`src/verilog/fpc_pkg.sv`:
```
// Package of constants for the front panel control and indicator block
// Functional notes
// - One debounced abort press raises one edge-triggered interrupt event to the processor.
// - Reset pushbutton press resets every onboard device.
// - Pushbutton drives backplane system reset only when board is system controller.
// - Backplane reset request comes from button, power-up, watchdog or software bit.
// - Failure indicator lit whenever any board fault is detected.
// - Processor status indicator lit while processor is halted.
// - Run indicator lit while any local bus master runs a cycle.
// - System controller indicator lit while acting as backplane system controller.
// - Network activity indicator lit while network controller masters local bus.
// - Disk activity indicator lit while disk controller masters local bus.
// - Backplane activity indicator lit during backplane transfer or slave access.
package fpc_pkg;
    localparam logic [3:0]  FPC_ADDR_STATUS = 4'h0;
    localparam logic [3:0]  FPC_ADDR_MASK   = 4'h4;
    localparam logic [3:0]  FPC_ADDR_CTRL   = 4'h8;
    localparam logic [3:0]  FPC_ADDR_LEDS   = 4'hC;
    localparam int          FPC_ST_ABORT    = 0;
    localparam int          FPC_ST_RESET    = 1;
    localparam int          FPC_ST_WDOG     = 2;
    localparam int          FPC_CTRL_SYSRST = 0;
    localparam logic [2:0]  FPC_STATUS_RST  = 3'h0;
    localparam logic [2:0]  FPC_MASK_RST    = 3'h0;
    localparam int          FPC_DEB_NS      = 10000000;
    localparam int          FPC_CLK_MHZ     = 125;
    localparam int          FPC_DEB_CYC     = (FPC_DEB_NS / 1000) * FPC_CLK_MHZ;
    localparam int          FPC_RST_NS      = 200;
    localparam int          FPC_RST_CYC     = (FPC_RST_NS * FPC_CLK_MHZ + 999) / 1000;
endpackage

```
`src/verilog/fpc_top.sv`:
```
// Front panel pushbuttons, reset sources, indicators and register port
//
// Implementation choices: the register addresses and strobed register access.
`timescale 1ns/1ps
module fpc_top
    import fpc_pkg::*;
#(
    parameter int unsigned DEB_CYC = FPC_DEB_CYC
)
(
    // Clock and control
    input  wire logic        clk,
    input  wire logic        rst_n,
    input  wire logic        ce,
    // Pushbuttons, high while pressed
    input  wire logic        abort_btn,
    input  wire logic        reset_btn,
    // Reset sources and role
    input  wire logic        powerup_rst,
    input  wire logic        wdog_expired,
    input  wire logic        sys_ctrl_role,
    // Board conditions
    input  wire logic        board_fault,
    input  wire logic        cpu_halted,
    input  wire logic        lbus_cycle_active,
    input  wire logic        net_owns_lbus,
    input  wire logic        disk_owns_lbus,
    input  wire logic        bp_master_xfer,
    input  wire logic        bp_slave_access,
    // Register port
    input  wire logic [3:0]  reg_addr,
    input  wire logic [31:0] reg_wdata,
    input  wire logic        reg_wr,
    input  wire logic        reg_rd,
    output logic      [31:0] reg_rdata,
    // Resets and interrupt
    output logic             onboard_rst,
    output logic             sysreset_out,
    output logic             sysreset_oe,
    output logic             irq,
    // Indicators
    output logic             fail_led,
    output logic             stat_led,
    output logic             run_led,
    output logic             sys_controller_led,
    output logic             network_activity_led,
    output logic             disk_activity_led,
    output logic             bp_activity_led
);
    logic        abort_pulse;
    logic        reset_level;
    logic        reset_pulse;
    logic [2:0]  status_ff;
    logic [2:0]  nxt_status;
    logic [2:0]  mask_ff;
    logic        sw_sysrst_ff;
    logic        wdog_d_ff;
    logic        onboard_rst_ff;
    logic        sysreset_ff;
    logic        sysreset_oe_ff;
    logic [31:0] rdata_ff;
    logic [6:0]  leds_ff;
    logic [2:0]  events;

    function automatic logic addr_hit(input logic [3:0] a, input logic [3:0] b);
        return a == b;
    endfunction

    fpc_debounce #(.STABLE_CYC(DEB_CYC)) u_abort
    (
        .clk         (clk),
        .rst_n       (rst_n),
        .ce          (ce),
        .raw_in      (abort_btn),
        .level_out   (),
        .press_pulse (abort_pulse)
    );

    fpc_debounce #(.STABLE_CYC(DEB_CYC)) u_reset
    (
        .clk         (clk),
        .rst_n       (rst_n),
        .ce          (ce),
        .raw_in      (reset_btn),
        .level_out   (reset_level),
        .press_pulse (reset_pulse)
    );

    always_ff @(posedge clk)
    begin
        if (!rst_n)
            wdog_d_ff <= 1'b0;
        else if (ce)
            wdog_d_ff <= wdog_expired;
    end

    always_comb
    begin
        events = 3'h0;
        events[FPC_ST_ABORT] = abort_pulse;
        events[FPC_ST_RESET] = reset_pulse;
        events[FPC_ST_WDOG]  = wdog_expired && !wdog_d_ff;
    end

    // Set wins over a write-one clear landing in the same cycle
    always_comb
    begin
        nxt_status = status_ff;
        if (reg_wr && addr_hit(reg_addr, FPC_ADDR_STATUS))
            nxt_status = nxt_status & ~reg_wdata[2:0];
        nxt_status = nxt_status | events;
    end

    always_ff @(posedge clk)
    begin
        if (!rst_n)
            status_ff <= FPC_STATUS_RST;
        else if (ce)
            status_ff <= nxt_status;
    end

    always_ff @(posedge clk)
    begin
        if (!rst_n)
        begin
            mask_ff      <= FPC_MASK_RST;
            sw_sysrst_ff <= 1'b0;
        end
        else if (ce && reg_wr)
        begin
            if (addr_hit(reg_addr, FPC_ADDR_MASK))
                mask_ff <= reg_wdata[2:0];
            if (addr_hit(reg_addr, FPC_ADDR_CTRL))
                sw_sysrst_ff <= reg_wdata[FPC_CTRL_SYSRST];
        end
    end

    assign irq = |(status_ff & mask_ff);

    // Reset outputs; the software bit is not self-clearing so software must drop it
    always_ff @(posedge clk)
    begin
        if (!rst_n)
        begin
            onboard_rst_ff <= 1'b1;
            sysreset_ff    <= 1'b0;
            sysreset_oe_ff <= 1'b0;
        end
        else if (ce)
        begin
            onboard_rst_ff <= reset_level || powerup_rst;
            sysreset_ff    <= 1'b0;
            sysreset_oe_ff <= sys_ctrl_role
                && (reset_level || powerup_rst
                    || wdog_expired || sw_sysrst_ff);
        end
    end

    assign onboard_rst  = onboard_rst_ff;
    assign sysreset_out = sysreset_ff;
    assign sysreset_oe  = sysreset_oe_ff;

    always_ff @(posedge clk)
    begin
        if (!rst_n)
            leds_ff <= 7'h00;
        else if (ce)
        begin
            leds_ff[0] <= board_fault;
            leds_ff[1] <= cpu_halted;
            leds_ff[2] <= lbus_cycle_active;
            leds_ff[3] <= sys_ctrl_role;
            leds_ff[4] <= net_owns_lbus;
            leds_ff[5] <= disk_owns_lbus;
            leds_ff[6] <= bp_master_xfer || bp_slave_access;
        end
    end

    assign fail_led             = leds_ff[0];
    assign stat_led             = leds_ff[1];
    assign run_led              = leds_ff[2];
    assign sys_controller_led   = leds_ff[3];
    assign network_activity_led = leds_ff[4];
    assign disk_activity_led    = leds_ff[5];
    assign bp_activity_led      = leds_ff[6];

    // Unmapped addresses read zero
    always_ff @(posedge clk)
    begin
        if (!rst_n)
            rdata_ff <= 32'h00000000;
        else if (ce)
        begin
            rdata_ff <= 32'h00000000;
            if (reg_rd)
            begin
                case (reg_addr)
                    FPC_ADDR_STATUS: rdata_ff <= {29'h0, status_ff};
                    FPC_ADDR_MASK:   rdata_ff <= {29'h0, mask_ff};
                    FPC_ADDR_CTRL:   rdata_ff <= {31'h0, sw_sysrst_ff};
                    FPC_ADDR_LEDS:   rdata_ff <= {25'h0, leds_ff};
                    default:         rdata_ff <= 32'h00000000;
                endcase
            end
        end
    end

    assign reg_rdata = rdata_ff;

    // Status register: events stick, a write of ones clears
    AST_ABORT_STICKY: assert property (@(posedge clk) disable iff (!rst_n)
        ce && abort_pulse |=> status_ff[FPC_ST_ABORT])
        else $error("abort event lost");

    AST_RESET_EVENT: assert property (@(posedge clk) disable iff (!rst_n)
        ce && reset_pulse |=> status_ff[FPC_ST_RESET])
        else $error("reset press event lost");

    AST_WDOG_EVENT: assert property (@(posedge clk) disable iff (!rst_n)
        ce && wdog_expired && !wdog_d_ff |=> status_ff[FPC_ST_WDOG])
        else $error("watchdog event lost");

    AST_W1C: assert property (@(posedge clk) disable iff (!rst_n)
        ce && reg_wr && reg_addr == FPC_ADDR_STATUS && events == 3'h0
        |=> (status_ff & $past(reg_wdata[2:0])) == 3'h0)
        else $error("status bit survived write-one clear");

    // Register port; rst_n in the antecedent keeps the reset edge out
    AST_MASK_WR: assert property (@(posedge clk) disable iff (!rst_n)
        rst_n && ce && reg_wr && reg_addr == FPC_ADDR_MASK
        |=> mask_ff == $past(reg_wdata[2:0]))
        else $error("mask write lost");

    AST_RD_STATUS: assert property (@(posedge clk) disable iff (!rst_n)
        rst_n && ce && reg_rd && reg_addr == FPC_ADDR_STATUS
        |=> reg_rdata == {29'h0, $past(status_ff)})
        else $error("status read wrong");

    AST_RDATA_IDLE: assert property (@(posedge clk) disable iff (!rst_n)
        ce && !reg_rd |=> reg_rdata == 32'h00000000)
        else $error("read data outside read cycle");

    AST_CE_FREEZE: assert property (@(posedge clk) disable iff (!rst_n)
        rst_n && !ce |=> $stable(status_ff) && $stable(mask_ff) && $stable(leds_ff)
            && $stable(onboard_rst_ff) && $stable(sysreset_oe_ff))
        else $error("state moved while clock enable low");

    // Reset outputs
    AST_ONBOARD_RST: assert property (@(posedge clk) disable iff (!rst_n)
        ce && reset_level |=> onboard_rst)
        else $error("onboard reset missing");

    AST_ONB_DROP: assert property (@(posedge clk) disable iff (!rst_n)
        rst_n && ce && !reset_level && !powerup_rst |=> !onboard_rst)
        else $error("onboard reset stuck");

    AST_SYSRST_ROLE: assert property (@(posedge clk) disable iff (!rst_n)
        ce && !sys_ctrl_role |=> !sysreset_oe)
        else $error("reset driven when not controller");

    AST_SYSRST_BTN: assert property (@(posedge clk) disable iff (!rst_n)
        ce && sys_ctrl_role && reset_level |=> sysreset_oe)
        else $error("button reset not sent to backplane");

    AST_SYSRST_LOW: assert property (@(posedge clk) disable iff (!rst_n)
        !sysreset_out)
        else $error("backplane reset pin driven high");

    AST_SYSRST_SRC: assert property (@(posedge clk) disable iff (!rst_n)
        ce && sys_ctrl_role && (powerup_rst || wdog_expired || sw_sysrst_ff)
        |=> sysreset_oe)
        else $error("system reset source ignored");

    AST_SYSRST_QUIET: assert property (@(posedge clk) disable iff (!rst_n)
        rst_n && ce && !(reset_level || powerup_rst || wdog_expired || sw_sysrst_ff)
        |=> !sysreset_oe)
        else $error("backplane reset without a source");

    // Indicators follow their condition one cycle later
    AST_FAIL: assert property (@(posedge clk) disable iff (!rst_n)
        ce && board_fault |=> fail_led)
        else $error("fail led dark");

    AST_FAIL_DARK: assert property (@(posedge clk) disable iff (!rst_n)
        ce && !board_fault |=> !fail_led)
        else $error("fail led lit without fault");

    AST_STAT: assert property (@(posedge clk) disable iff (!rst_n)
        ce |=> stat_led == $past(cpu_halted))
        else $error("status led wrong");

    AST_RUN: assert property (@(posedge clk) disable iff (!rst_n)
        ce |=> run_led == $past(lbus_cycle_active))
        else $error("run led wrong");

    AST_SYS_CTRL_LED: assert property (@(posedge clk) disable iff (!rst_n)
        ce |=> sys_controller_led == $past(sys_ctrl_role))
        else $error("controller led wrong");

    AST_NET: assert property (@(posedge clk) disable iff (!rst_n)
        ce |=> network_activity_led == $past(net_owns_lbus))
        else $error("net led wrong");

    AST_DISK: assert property (@(posedge clk) disable iff (!rst_n)
        ce |=> disk_activity_led == $past(disk_owns_lbus))
        else $error("disk led wrong");

    AST_BP: assert property (@(posedge clk) disable iff (!rst_n)
        ce && (bp_master_xfer || bp_slave_access) |=> bp_activity_led)
        else $error("backplane led dark");

    AST_BP_DARK: assert property (@(posedge clk) disable iff (!rst_n)
        ce && !bp_master_xfer && !bp_slave_access |=> !bp_activity_led)
        else $error("backplane led lit while idle");
endmodule

```
`src/verilog/fpc_debounce.sv`:
```
// Stability filter for one pushbutton input
`timescale 1ns/1ps
module fpc_debounce
    import fpc_pkg::*;
#(
    parameter int unsigned STABLE_CYC = FPC_DEB_CYC
)
(
    // Clock and control
    input  wire logic  clk,
    input  wire logic  rst_n,
    input  wire logic  ce,
    // Raw input and filtered result
    input  wire logic  raw_in,
    output logic       level_out,
    output logic       press_pulse
);
    logic        sync1_ff;
    logic        sync2_ff;
    logic        level_ff;
    logic [23:0] cnt_ff;
    logic        pulse_ff;

    always_ff @(posedge clk)
    begin
        if (!rst_n)
        begin
            sync1_ff <= 1'b0;
            sync2_ff <= 1'b0;
        end
        else if (ce)
        begin
            sync1_ff <= raw_in;
            sync2_ff <= sync1_ff;
        end
    end

    // Accept only after STABLE_CYC equal samples; same length to rearm
    always_ff @(posedge clk)
    begin
        if (!rst_n)
        begin
            cnt_ff   <= 24'h000000;
            level_ff <= 1'b0;
            pulse_ff <= 1'b0;
        end
        else if (ce)
        begin
            pulse_ff <= 1'b0;
            if (sync2_ff == level_ff)
                cnt_ff <= 24'h000000;
            else if (cnt_ff >= 24'(STABLE_CYC - 1))
            begin
                cnt_ff   <= 24'h000000;
                level_ff <= sync2_ff;
                pulse_ff <= sync2_ff;
            end
            else
                cnt_ff <= cnt_ff + 24'h000001;
        end
    end

    assign level_out   = level_ff;
    assign press_pulse = pulse_ff;

    // A pulse held over by a low clock enable is still one event
    AST_ONE_PULSE: assert property (@(posedge clk) disable iff (!rst_n)
        pulse_ff && ce |=> !pulse_ff)
        else $error("press pulse longer than one cycle");

    AST_PULSE_RISE: assert property (@(posedge clk) disable iff (!rst_n)
        pulse_ff && $past(ce) |-> level_ff && !$past(level_ff))
        else $error("pulse without rise");
endmodule

```
`config.mk`:
```
export PLATFORM = sky130hd
export DESIGN_NAME = fpc_top
export DESIGN_NICKNAME = d
export VERILOG_FILES = /design/src/verilog/fpc_pkg.sv /design/src/verilog/fpc_top.sv /design/src/verilog/fpc_debounce.sv
export SDC_FILE = /design/constraint.sdc
export NUM_CORES = 1
export LEC_CHECK = 0
export ABC_CLOCK_PERIOD_IN_PS = 3000
export BUFFER_PORTS_ARGS = -buffer_cell sky130_fd_sc_hd__buf_2
export CORE_UTILIZATION = 55
export DETAILED_ROUTE_END_ITERATION = 12
export GPL_TIMING_DRIVEN = 0
export HOLD_SLACK_MARGIN = 0.06
export PLACE_DENSITY = 0.9
export SKIP_LAST_GASP = 1
export SLEW_MARGIN = 10
export SYNTH_ARGS = -nofsm -noshare
export SYNTH_HDL_FRONTEND = slang
export SYNTH_HIERARCHICAL = 1
export SYNTH_SLANG_ARGS = --single-unit
```
`constraint.sdc`:
```
create_clock -name clk -period 3 [get_ports clk]
set_clock_uncertainty 0.2 [all_clocks]
set_input_delay 0.3 -clock clk [delete_from_list [all_inputs] [get_ports clk]]
set_output_delay 0.3 -clock clk [all_outputs]
set_load 0.02 [all_outputs]
```
---- Word-level counts from Yosys, hierarchy flattened ----
Cells that the tools add are included.
storage, ports and cells
  word-level logic and storage cells ...... 59
  register bits ........................... 105
  bits of input ports ..................... 53
  output and inout bits ................... 43
cells by class
  equal/unequal tests ..................... 5
  bitwise operators ....................... 6
  mux-type cells .......................... 11
  order comparisons ....................... 2
  reductions and logical operators ........ 15
  $add $sub $neg .......................... 2
operator list
  kind                   count
  $mux 24                4
  $add 24x1->24 const B  2
  $ge 24x21->1 const B   2
  $pmux 7 s4             1
  $eq 4x4->1 const B     2
  $mux 7                 1
  $and 3x3->3            2
  $reduce_and 3->1       2
  $eq 4x3->1 const B     1
  $logic_and 1x1->1      4
  $logic_not 4->1        1
  $logic_or 1x1->1       4
  $mux 1                 4
  $reduce_and 2->1       2
  $mux 3                 1
  $not 3->3              1
  $or 3x3->3             1
  $reduce_or 3->1        1
  $eq 1x1->1             2
  $not 1->1              2
  $logic_not 1->1        1

---- Depth between registers and ports, before layout ----
Gate-level depths: netlist of run 1.
  depth in word-level cells ............... 4
  gate-level depth with buffers ........... 8

---- Modules after synthesis ----
Netlist of run 1, hierarchy kept.
by module, submodules not included
  module        cells an instance  seq. area each (um^2)  instances  area each (um^2)
  fpc_debounce  207                560.5                  2          1,587.8
  fpc_top       132                480.5                  1          1,192.4

---- Worst setup path after synthesis of run 1 ----
Ideal clock, no wire load.
  path kind ............................... flip-flop to flip-flop
  from .................................... register u_abort.cnt_ff[8]
  to ...................................... register u_abort.cnt_ff[15]
  arrival ................................. 1.821 ns
  cell stages (with the launch flop) ...... 8
  library setup time ...................... 0.141 ns
  clock period less this slack ............ 2.162 ns
  buffers on the path ..................... 2
  data required time ...................... 2.659 ns
  slack ................................... 0.838 ns
  cells stage by stage .................... dfxtp_1 clkbuf_1 or4b_2 nor3_1 a21oi_1 clkbuf_1 a31oi_1 a311oi_1
on the way
  longest elaborated chain between the ends .. 3
RTL lines
  item                                           RTL line                                source
  start: declaration                             fpc_debounce.sv:21                      logic [23:0] cnt_ff;
  start signal: assignment                       fpc_debounce.sv:59                      cnt_ff <= cnt_ff + 24'h000001;
  $add 24x1->24 or $ge 24x21->1 (tied branches)  fpc_debounce.sv:59, fpc_debounce.sv:52
  $mux 24 *                                      fpc_debounce.sv:52                      else if (cnt_ff >= 24'(STABLE_CYC - 1))
  $mux 24 *                                      fpc_debounce.sv:50                      if (sync2_ff == level_ff)
Every way passes the cells marked *; elsewhere a longest branch is shown, timed or not.
A chain may end at the register's enable or synchronous reset.

---- Worst setup path after layout of run 1 ----
  from .................................... register u_reset.cnt_ff[7]
  to ...................................... register u_reset.cnt_ff[15]
on the way
  longest elaborated chain between the ends .. 3
RTL lines
  item                                           RTL line
  start: declaration                             fpc_debounce.sv:21
  start signal: assignment                       fpc_debounce.sv:59
  $add 24x1->24 or $ge 24x21->1 (tied branches)  fpc_debounce.sv:59, fpc_debounce.sv:52
  $mux 24 *                                      fpc_debounce.sv:52
  $mux 24 *                                      fpc_debounce.sv:50
Marks and branches as above.

==> impl_metrics.toml, run 1 <==
[hold_path]
min_path_type = "input pin to flip-flop"
min_from = "reg_addr[2]"
whs_path_depth = 3
min_to = "sw_sysrst_ff$_SDFFE_PN0P_"

[placed_design]
portBuffers = 40
place_congestion = 0.914
dp_hpwl_um = 8100

[power_and_ir_drop]
p_per_area_mw_per_mm2 = 398
vdd_drop_max_mv = 0.378
power_mw = 2.04
p_leak_nw = 1.94

[timing]
fin_crit_sh_pct = 85.9
hold_viol = 0
tns_ns = 0
relSlewSlack_pct = 59.2
fin_crit_ns = 2.58
tightest_slew_ns = 0.604
timing.final.max_slew_violations = 0
rsz0062_at_grt = "no"
fmaxAchievable_mhz = 388
finalSetupViolations = 0

[layout]
n_fill_cell = 598
finish.net_count = 692
seqCellArea_sq_mm = 0.00160
multi_input_area_sq_mm = 0.00245
area_growth_pct = 17.3
diodes = 0
drive_above_1_share_pct = 17.9

[status]
status = "finished clean"

[clocking]
cts.sink_count = 80
clk_transition_reported_paths_ns = 0.09
clock_path_buffers = 2
cts_made_buffers = 9
root_buffer = "clkbuf_8"
cts_setup_buffers = 0
clock_latency_ns = 0.36
htreeDepth = 3
cts.repair.resized = 0
cts_hold_buf = 15
cts_tree = "yes"

[logic_synthesis]
yosysUniqueCellTypes = 52
synth.most_common_cell = "dfxtp_1"
synth_top_cell_by_area = "dfxtp_1"
netlist_top_cells_count = "dfxtp_1 (80), nand2_1 (71), nand3_1 (39), nand4_1 (32), nor2_1 (32)"
ys_seq_area_share_pct = 36.7
synth_top_area_share_pct = 36.7
netlist_instances = 546
yosys_warnings = 6
yosys_most_used_dff = "dfxtp_1"
synth.area.top_cells = "dfxtp_1 (37%), nand2_1 (6.1%), nand4_1 (4.6%), nand3_1 (4.5%), buf_4 (4.5%)"
synth.avg_cell_area_sq_um = 8.00
synth_edf_count = 0
syn_area_sq_mm = 0.00437
yosys_register_bits = 80
synthArstFlopShare_pct = 0

[global_route]
grt_pass1_wl_um = 19900
grt_max_degree = 22
antenna_found_initial = 0
grt_use_total_pct = 29.4
grt_pass1_vias = 4335
gr-total-overflow = 0

[job]
maxCapViolations = 0

[die]
core_sq_mm = 0.00769
rows = 32
die_w_um = 91.1
start_util_pct = 56.8
dieArea_sq_mm = 0.00830
die_y_um = 91.1
ios = 96

[setup_path]
cp.buffers_inverters = 2
crit_slowest_cell = "or4b_2"
critPathTopFamily = "simple AND/OR/NAND/NOR gates"
reg2reg_slack_ns = 0.42
r2r_start = "u_reset/cnt_ff[7]$_SDFFE_PN0P_"
rr_endpoint = "u_reset/cnt_ff[15]$_SDFFE_PN0P_"
cpMostUsedCell = "clkbuf_1"
critical_path_class = "flip-flop to flip-flop"
start_kind = "flip-flop"
critPathLaunch = "u_reset/cnt_ff[7]$_SDFFE_PN0P_"
cp_cell_sequence = "clkbuf_1, or4b_2, nor3_1, a21oi_1, clkbuf_1, a31oi_1, a311oi_1"
reg2reg_depth = 7
critPathArrivalTime_ns = 2.57
crit_path_end_kind = "flip-flop"
worstPathMaxFanout = 10
worst_ep_required_time_ns = 2.99
critical_path.max_stage_delay_ns = 0.62

[detailed_routing]
drt_iter0_drc = 284
dr_total_vias = 4599
firstDrtPassIters = 5
via_per_inst = 6.18
wl_per_cell_um = 16.0
ant_nets = 0
drt-total-wl_um = 11900
drc = 0
[state kept, by name, indices dropped and copies added (netlist names), 3 cells and up]
name            cells
u_abort/cnt_ff     24
status_ff           3
u_reset/cnt_ff     24
mask_ff             3
reg_rdata           7
leds_ff             7
[worst max path at each step]
| stage | slack (ns) | cells after the start | endpoint |
|---|---|---|---|
| final | 0.42 | 7 | u_reset/cnt_ff[15]$_SDFFE_PN0P_ |
| after floorplan | 0.84 | 7 | u_abort/cnt_ff[15]$_SDFFE_PN0P_ |
| after global routing | 0.35 | 7 | u_reset/cnt_ff[15]$_SDFFE_PN0P_ |
| after global placement | 0.60 | 7 | u_abort/cnt_ff[7]$_SDFFE_PN0P_ |
| after detailed placement | 0.58 | 7 | u_reset/cnt_ff[15]$_SDFFE_PN0P_ |
| after CTS | 0.51 | 7 | u_reset/cnt_ff[15]$_SDFFE_PN0P_ |
[where the power goes]
part           internal (mW)  total (mW)  switching [mW]
clock network          0.317       0.752           0.436
registers               1.07        1.08          0.0103
logic                 0.0772       0.201           0.124
[routing by layer]
| layer | vias up | part of all wire [%] | track usage [%] |
|---|---|---|---|
| li1 | 2175 | - | - |
| met3 | 38 | 7.2 | 6.37 |
| met5 | - | 0 | 0 |
| met2 | 216 | 50 | 51.1 |
| met4 | 0 | 2.5 | 15.1 |
| met1 | 2170 | 40 | 33.9 |
[worst register-to-register path: stages, from the launching register on]
cell and delay (ns):
dfxtp_1 0.31, clkbuf_1 0.29, or4b_2 0.62, nor3_1 0.19
a21oi_1 0.15, clkbuf_1 0.28, a31oi_1 0.29, a311oi_1 0.09
[kinds of logic (layout without fill, tap and decap cells)]
logic type	Yosys count	in the layout	synth area share (%)
AO/OA/AOI/OAI	112	112	17.7
XOR/XNOR	2	2	0.401
adder cells (fa/ha/maj)	2	2	0.573
buffers and inverters	78	149	9.40
flip-flops	80	80	36.7
multiplexers	18	18	4.41
other	1	26	0.0859
AND/OR/NAND/NOR	253	253	30.7
[stage by stage]
stage                     cells  setup WS (ns)  util, %  hold WS [ns]  instance area, sq um
after floorplan             571          0.838        -         0.210                  4460
after global placement      713          0.602     62.3         0.235                  4790
after detailed placement    713          0.576     62.3         0.244                  4790
after CTS                   744          0.514     66.7         0.110                  5120
after global routing        744          0.345     66.7         0.110                  5120
final                       744          0.422     66.7         0.131                  5120
[final cells by class]
cell class	count	share of cell area [%]
clock inverter	7	1.20
sequential	80	31.3
multi-input combinational	413	47.8
inverter	11	0.806
tap	102	2.49
clock buffer	9	2.42
buffer	67	7.20
timing repair buffer	55	6.84
[cells in the final DEF, fill, tap and decap left out, drive strengths merged, types with 12 or more instances in the layout]
| cell type | synthesis | final |
|---|---|---|
| a21oi | 24 | 24 |
| a31oi | 26 | 26 |
| and3 | 12 | 12 |
| buf | 40 | 80 |
| clkbuf | 27 | 36 |
| conb | 1 | 26 |
| dfxtp | 80 | 80 |
| dlygate4sd3 | 0 | 15 |
| inv | 11 | 15 |
| mux2i | 17 | 17 |
| nand2 | 71 | 71 |
| nand3 | 39 | 39 |
| nand4 | 32 | 32 |
| nor2 | 32 | 32 |
| nor3 | 13 | 13 |
Power figures use the tool's default switching activity.
==> inputs of run 2 (changes only) <==
--- a/config.mk
+++ b/config.mk
@@ -5,13 +5,13 @@
 export SDC_FILE = /design/constraint.sdc
 export NUM_CORES = 1
 export LEC_CHECK = 0
-export ABC_CLOCK_PERIOD_IN_PS = 3000
+export ABC_CLOCK_PERIOD_IN_PS = 2300
 export BUFFER_PORTS_ARGS = -buffer_cell sky130_fd_sc_hd__buf_2
-export CORE_UTILIZATION = 55
+export CORE_UTILIZATION = 49
 export DETAILED_ROUTE_END_ITERATION = 12
 export GPL_TIMING_DRIVEN = 0
 export HOLD_SLACK_MARGIN = 0.06
-export PLACE_DENSITY = 0.9
+export PLACE_DENSITY = 0.85
 export SKIP_LAST_GASP = 1
 export SLEW_MARGIN = 10
 export SYNTH_ARGS = -nofsm -noshare
==> constraint.sdc (replaced) <==
create_clock -name clk -period 2.3 [get_ports clk]
set_clock_uncertainty 0.2 [all_clocks]
set_input_delay 0.23 -clock clk [delete_from_list [all_inputs] [get_ports clk]]
set_output_delay 0.23 -clock clk [all_outputs]
set_load 0.02 [all_outputs]
==> impl_metrics.toml, run 2 (synthesis results as in run 1) <==
[die]
dieArea_sq_mm = 0.00930
core_sq_mm = 0.00868
start_util_pct = 50.3
die_y_um = 96.4
ios = 96
rows = 34
die_w_um = 96.4

[layout]
finish.net_count = 687
most-common-layout-cells = "nand2_1 (70), dfxtp_1 (70), buf_2 (46)"
final_cell_area_sq_mm = 0.00530
diodes = 0
drive_above_1_share_pct = 22.1
area_growth_pct = 21.3
top_regs = "u_abort/cnt_ff (24), u_reset/cnt_ff (24)"
post-route-util_pct = 61.0

[timing]
timing.final.max_slew_violations = 0
fmaxAchievable_mhz = 452
tightest_slew_ns = 0.554
hold_viol = 0
relSlewSlack_pct = 63.0
fin_crit_ns = 2.21
finalSetupViolations = 0
timing.hold.ws_ns = 0.109
fin_crit_sh_pct = 96.2

[setup_path]
critical_path.max_stage_delay_ns = 0.57
crit_slowest_cell = "or4_4"
cp_cell_sequence = "or4_4, a211oi_4, o21a_1, clkbuf_4, buf_8, nand4b_1, a31oi_1"
crit_path_end_kind = "flip-flop"
worst_ep_required_time_ns = 2.37
critical_path_class = "flip-flop to flip-flop"
worstPathMaxFanout = 10
reg2reg_slack_ns = 0.09
critPathArrivalTime_ns = 2.29
start_kind = "flip-flop"

[power_and_ir_drop]
vdd_drop_max_mv = 0.409
p_per_area_mw_per_mm2 = 540
p_switching_uw = 732
p_leak_nw = 2.02
seqPwrFrac_pct = 49.4
power_frac_clock_pct = 41.2
switching_share_pct = 25.6
p_comb_share_pct = 9.4
p_int_mw = 2.13

[global_route]
grt_max_degree = 22
grt_use_total_pct = 27.8
antenna_found_initial = 0
grt_pass1_vias = 4193
gr-total-overflow = 0
grt_pass1_wl_um = 19900

[detailed_routing]
ant_nets = 0
wl_per_cell_um = 16.8
via_per_inst = 6.17
firstDrtPassIters = 5
drt_iter0_drc = 341
drc = 0
drt-total-wl_um = 12500
dr_total_vias = 4594

[clocking]
cts_tree = "yes"
root_buffer = "clkbuf_8"
clock_path_buffers = 2
cts_made_buffers = 9
htreeDepth = 3
clk_transition_reported_paths_ns = 0.09
clock_latency_ns = 0.35
cts.sink_count = 80

[placed_design]
dp_hpwl_um = 8030
portBuffers = 40
place_congestion = 0.942
place_area_sq_mm = 0.00480

[hold_path]
min_path_type = "input pin to flip-flop"

[job]
maxCapViolations = 0

[status]
status = "finished clean"
[run 2: changes by cell type in the layout (fill, tap and decap cells not counted), sizes merged]
cell and change:
dlygate4sd3 +1, bufinv +2, clkbuf -6, inv -2
[run 2: critical path, delay by kind of cell, from the launching register on]
family                 cells  cell delay [ns]
AO/OA/AOI/OAI              3             0.57
flip-flops                 1             0.36
buffers and inverters      2             0.34
AND/OR/NAND/NOR            2             0.67
[run 2: power groups by stage]
stage	registers, mW	clock network (mW)	logic (mW)
CTS	1.41	1.20	0.258
floorplan	1.45	0	0.153
global route	1.42	1.26	0.289
finish	1.41	1.18	0.269
detailed placement	1.44	0	0.235
global placement	1.44	0	0.230
[run 2: layout make-up]
| type | instances | area (sq um) |
|---|---|---|
| multi-input combinational | 413 | 2500 |
| timing repair buffer | 56 | 360 |
| inverter | 11 | 41.3 |
| tap | 108 | 135 |
| clock buffer | 9 | 124 |
| fill | 737 | 3380 |
| clock inverter | 7 | 103 |
| buffer | 61 | 414 |
| sequential | 80 | 1610 |
[run 2: per-stage QoR]
stage,setup slack (ns),TNS (ns),power (mW),cells
global placement,-0.0697,-0.988,1.67,719
CTS,-0.0476,-0.163,2.87,749
finish,0.0869,0,2.86,745
detailed placement,-0.105,-1.91,1.68,719
global route,-0.0124,-0.0124,2.96,745
floorplan,0.138,0,1.61,571
[run 2: repair_timing]
item                                   in CTS  in global routing
buffers inserted                            0                  0
cloned                                      0                  0
gates resized for setup                    17                 35
endpoints found under the hold margin      19                  0
setup endpoints to repair                  41                 43
pin swaps                                   0                  5
hold buffers                               16                  0
[run 2: worst paths after layout]
check                                        from                              to  cells past startpoint
setup / recovery  u_abort/cnt_ff[13]$_SDFFE_PN0P_  u_abort/cnt_ff[2]$_SDFFE_PN0P_                      7
hold / removal                        reg_addr[3]         mask_ff[1]$_SDFFE_PN0P_                      3
setup reg to reg  u_abort/cnt_ff[13]$_SDFFE_PN0P_  u_abort/cnt_ff[2]$_SDFFE_PN0P_                      7
hold reg to reg         reg_rdata[5]$_SDFFE_PN0P_       reg_rdata[5]$_SDFFE_PN0P_                      2
[run 2: metal layers]
metal  global-route usage (%)  share of wire, %  wire length [um]
met5                        0                 0                 0
met4                     12.0               3.3               408
met3                     6.26               9.0              1130
met2                     48.4                49              6070
met1                     32.7                39              4900
==> inputs of run 3 (changes only) <==
--- a/config.mk
+++ b/config.mk
@@ -7,14 +7,14 @@
 export LEC_CHECK = 0
 export ABC_CLOCK_PERIOD_IN_PS = 2300
 export BUFFER_PORTS_ARGS = -buffer_cell sky130_fd_sc_hd__buf_2
+export CAP_MARGIN = 15
 export CORE_UTILIZATION = 49
 export DETAILED_ROUTE_END_ITERATION = 12
 export GPL_TIMING_DRIVEN = 0
 export HOLD_SLACK_MARGIN = 0.06
-export PLACE_DENSITY = 0.85
+export PLACE_DENSITY = 0.86
 export SKIP_LAST_GASP = 1
 export SLEW_MARGIN = 10
 export SYNTH_ARGS = -nofsm -noshare
 export SYNTH_HDL_FRONTEND = slang
-export SYNTH_HIERARCHICAL = 1
 export SYNTH_SLANG_ARGS = --single-unit
==> impl_metrics.toml, run 3 <==
[status]
status = "finished, violations left"
violations = "setup timing"

[layout]
post-route-util_pct = 66.0
final_common_cell = "dfxtp_1"
fin_cells = 696
top_regs = "u_abort.cnt_ff (24), u_reset.cnt_ff (24)"
final_cell_area_sq_mm = 0.00521
diodes = 0
most-common-layout-cells = "dfxtp_1 (71), nand2_1 (56), buf_4 (40)"
area_growth_pct = 27.3
finish.net_count = 644
drive_above_1_share_pct = 24.4

[power_and_ir_drop]
vdd_drop_max_mv = 0.330
p_per_area_mw_per_mm2 = 549
p_leak_nw = 2.05
power_mw = 2.86

[logic_synthesis]
synth.most_common_cell = "dfxtp_1"
synthMuxAreaShare_pct = 4.46
synth.avg_cell_area_sq_um = 8.45
yosys_most_used_dff = "dfxtp_1"
yosys_register_bits = 80
yosysUniqueCellTypes = 64
netlist_instances = 484
syn_area_sq_mm = 0.00409
yosys.area_share.simple_pct = 27.6
synth_top_cell_by_area = "dfxtp_1"
synthArstFlopShare_pct = 0
synth_top_family_by_area = "simple AND/OR/NAND/NOR gates"
synth_xor_area_share_pct = 2.14
synth_edf_count = 0
synth_fa_ha_area_share_pct = 0.612
synth-compound-area-share_pct = 18.0
ys_seq_area_share_pct = 39.1
synth_top_area_share_pct = 39.1
netlist_top_cells_count = "dfxtp_1 (80), nand2_1 (57), nor2b_1 (32), nand3_1 (30), o21ai_0 (27)"
synth.area.top_cells = "dfxtp_1 (39%), nand2_1 (5.2%), nor2b_1 (4.9%), buf_4 (4.8%), mux2i_1 (3.9%)"
yosys_warnings = 0

[die]
start_util_pct = 51.9
ios = 96
die_w_um = 93.4
core_sq_mm = 0.00789
die_y_um = 93.4
rows = 32
dieArea_sq_mm = 0.00872

[detailed_routing]
wl_per_cell_um = 15.8
dr_total_vias = 4035
drc = 0
firstDrtPassIters = 8
drt_iter0_drc = 311
ant_nets = 0
drt-total-wl_um = 11000
via_per_inst = 5.80

[clocking]
cts.sink_count = 80
cts_tree = "yes"
clock_path_buffers = 2
clock_latency_ns = 0.36
htreeDepth = 3
cts_made_buffers = 9
clk_transition_reported_paths_ns = 0.09
root_buffer = "clkbuf_8"

[job]
maxCapViolations = 0

[timing]
relSlewSlack_pct = 47.0
fmaxAchievable_mhz = 410
fin_crit_sh_pct = 106
fin_ws_ns = -0.137
finalSetupViolations = 14
fin_crit_ns = 2.44
hold_viol = 0
rsz0062_at_grt = "yes"
timing.final.max_slew_violations = 0
tightest_slew_ns = 0.794

[placed_design]
portBuffers = 38
dp_hpwl_um = 7000
place_congestion = 0.889
dp.cells = 649
place_area_sq_mm = 0.00450

[global_route]
antenna_found_initial = 0
grt_max_degree = 15
grt_use_total_pct = 25.0
grt_pass1_vias = 3750
gr-total-overflow = 0
grt_pass1_wl_um = 17100

[setup_path]
worstPathMaxFanout = 7
critPathLaunch = "u_abort.cnt_ff[18]$_SDFFE_PN0P_"
crit_path_end_kind = "flip-flop"
critPathArrivalTime_ns = 2.54
worst_ep_required_time_ns = 2.40
start_kind = "flip-flop"
critical_path_class = "flip-flop to flip-flop"
r2r_start = "u_abort.cnt_ff[18]$_SDFFE_PN0P_"

[hold_path]
min_from = "reg_wr"
min_path_type = "input pin to flip-flop"
[run 3: final timing paths]
| check | cells after the start | endpoint | slack, ns |
|---|---|---|---|
| max | 7 | u_abort.cnt_ff[7]$_SDFFE_PN0P_ | -0.14 |
| min | 5 | mask_ff[2]$_SDFFE_PN0P_ | 0.14 |
| min reg2reg | 1 | u_abort.cnt_ff[23]$_SDFFE_PN0P_ | 0.27 |
| max reg2reg | 7 | u_abort.cnt_ff[7]$_SDFFE_PN0P_ | -0.14 |
[run 3: power by group]
part           total, mW  switching, mW  internal, mW
sequential          1.41         0.0127          1.40
combinational      0.273          0.160         0.113
clock               1.17          0.563         0.611
[run 3: cell families after synthesis]
group | count (synthesis)
AOI/OAI and AO/OA | 104
xor gates and xnor gates | 10
adders and majority gates | 2
buffers and inverters | 57
DFF | 80
muxes | 17
other | 1
and+or+nand+nor | 213
[run 3: final cells by class]
cell class / instances / area, sq um
clock inverters: 7 / 96.3
inverters: 8 / 30.0
repair buffers: 71 / 483
clock buffers: 9 / 124
fillers: 561 / 2680
flip-flops and latches: 80 / 1620
well taps: 102 / 128
multi-input cells: 372 / 2430
plain buffers: 47 / 300
[run 3: routing by layer]
metal | wire (um) | track usage (%) | share of wire (%) | up-vias
li1 | - | - | - | 1905
met5 | 0 | 0 | 0 | -
met2 | 5360 | 43.4 | 49 | 230
met3 | 803 | 4.80 | 7.3 | 39
met4 | 355 | 14.4 | 3.2 | 0
met1 | 4490 | 28.4 | 41 | 1861
[run 3: worst max-delay path, cell delays in order, from the launching register on]
cell     delay [ns]
dfxtp_1        0.39
o21ai_0        0.19
nor4b_1        0.55
and2_1         0.36
nand3_4        0.12
buf_6          0.14
or3_1          0.35
o21ai_1        0.09
[run 3: metrics by stage]
step / TNS (ns) / hold WS [ns] / setup WS [ns]
6_report: -0.544 / 0.144 / -0.137
5_1_grt: -3.87 / 0.170 / -0.288
4_1_cts: -0.0196 / 0.135 / -0.00625
3_5_place_dp: -3.43 / 0.253 / -0.230
3_3_place_gp: -2.51 / 0.246 / -0.204
2_1_floorplan: 0 / 0.186 / 0.0487
[run 3: what timing repair did]
action	CTS	global route
setup buffers	12	4
setup endpoints to repair	40	45
pin swaps	9	9
cloned	1	1
hold buffers	16	0
resized for setup	27	33
endpoints found under the hold margin	21	0
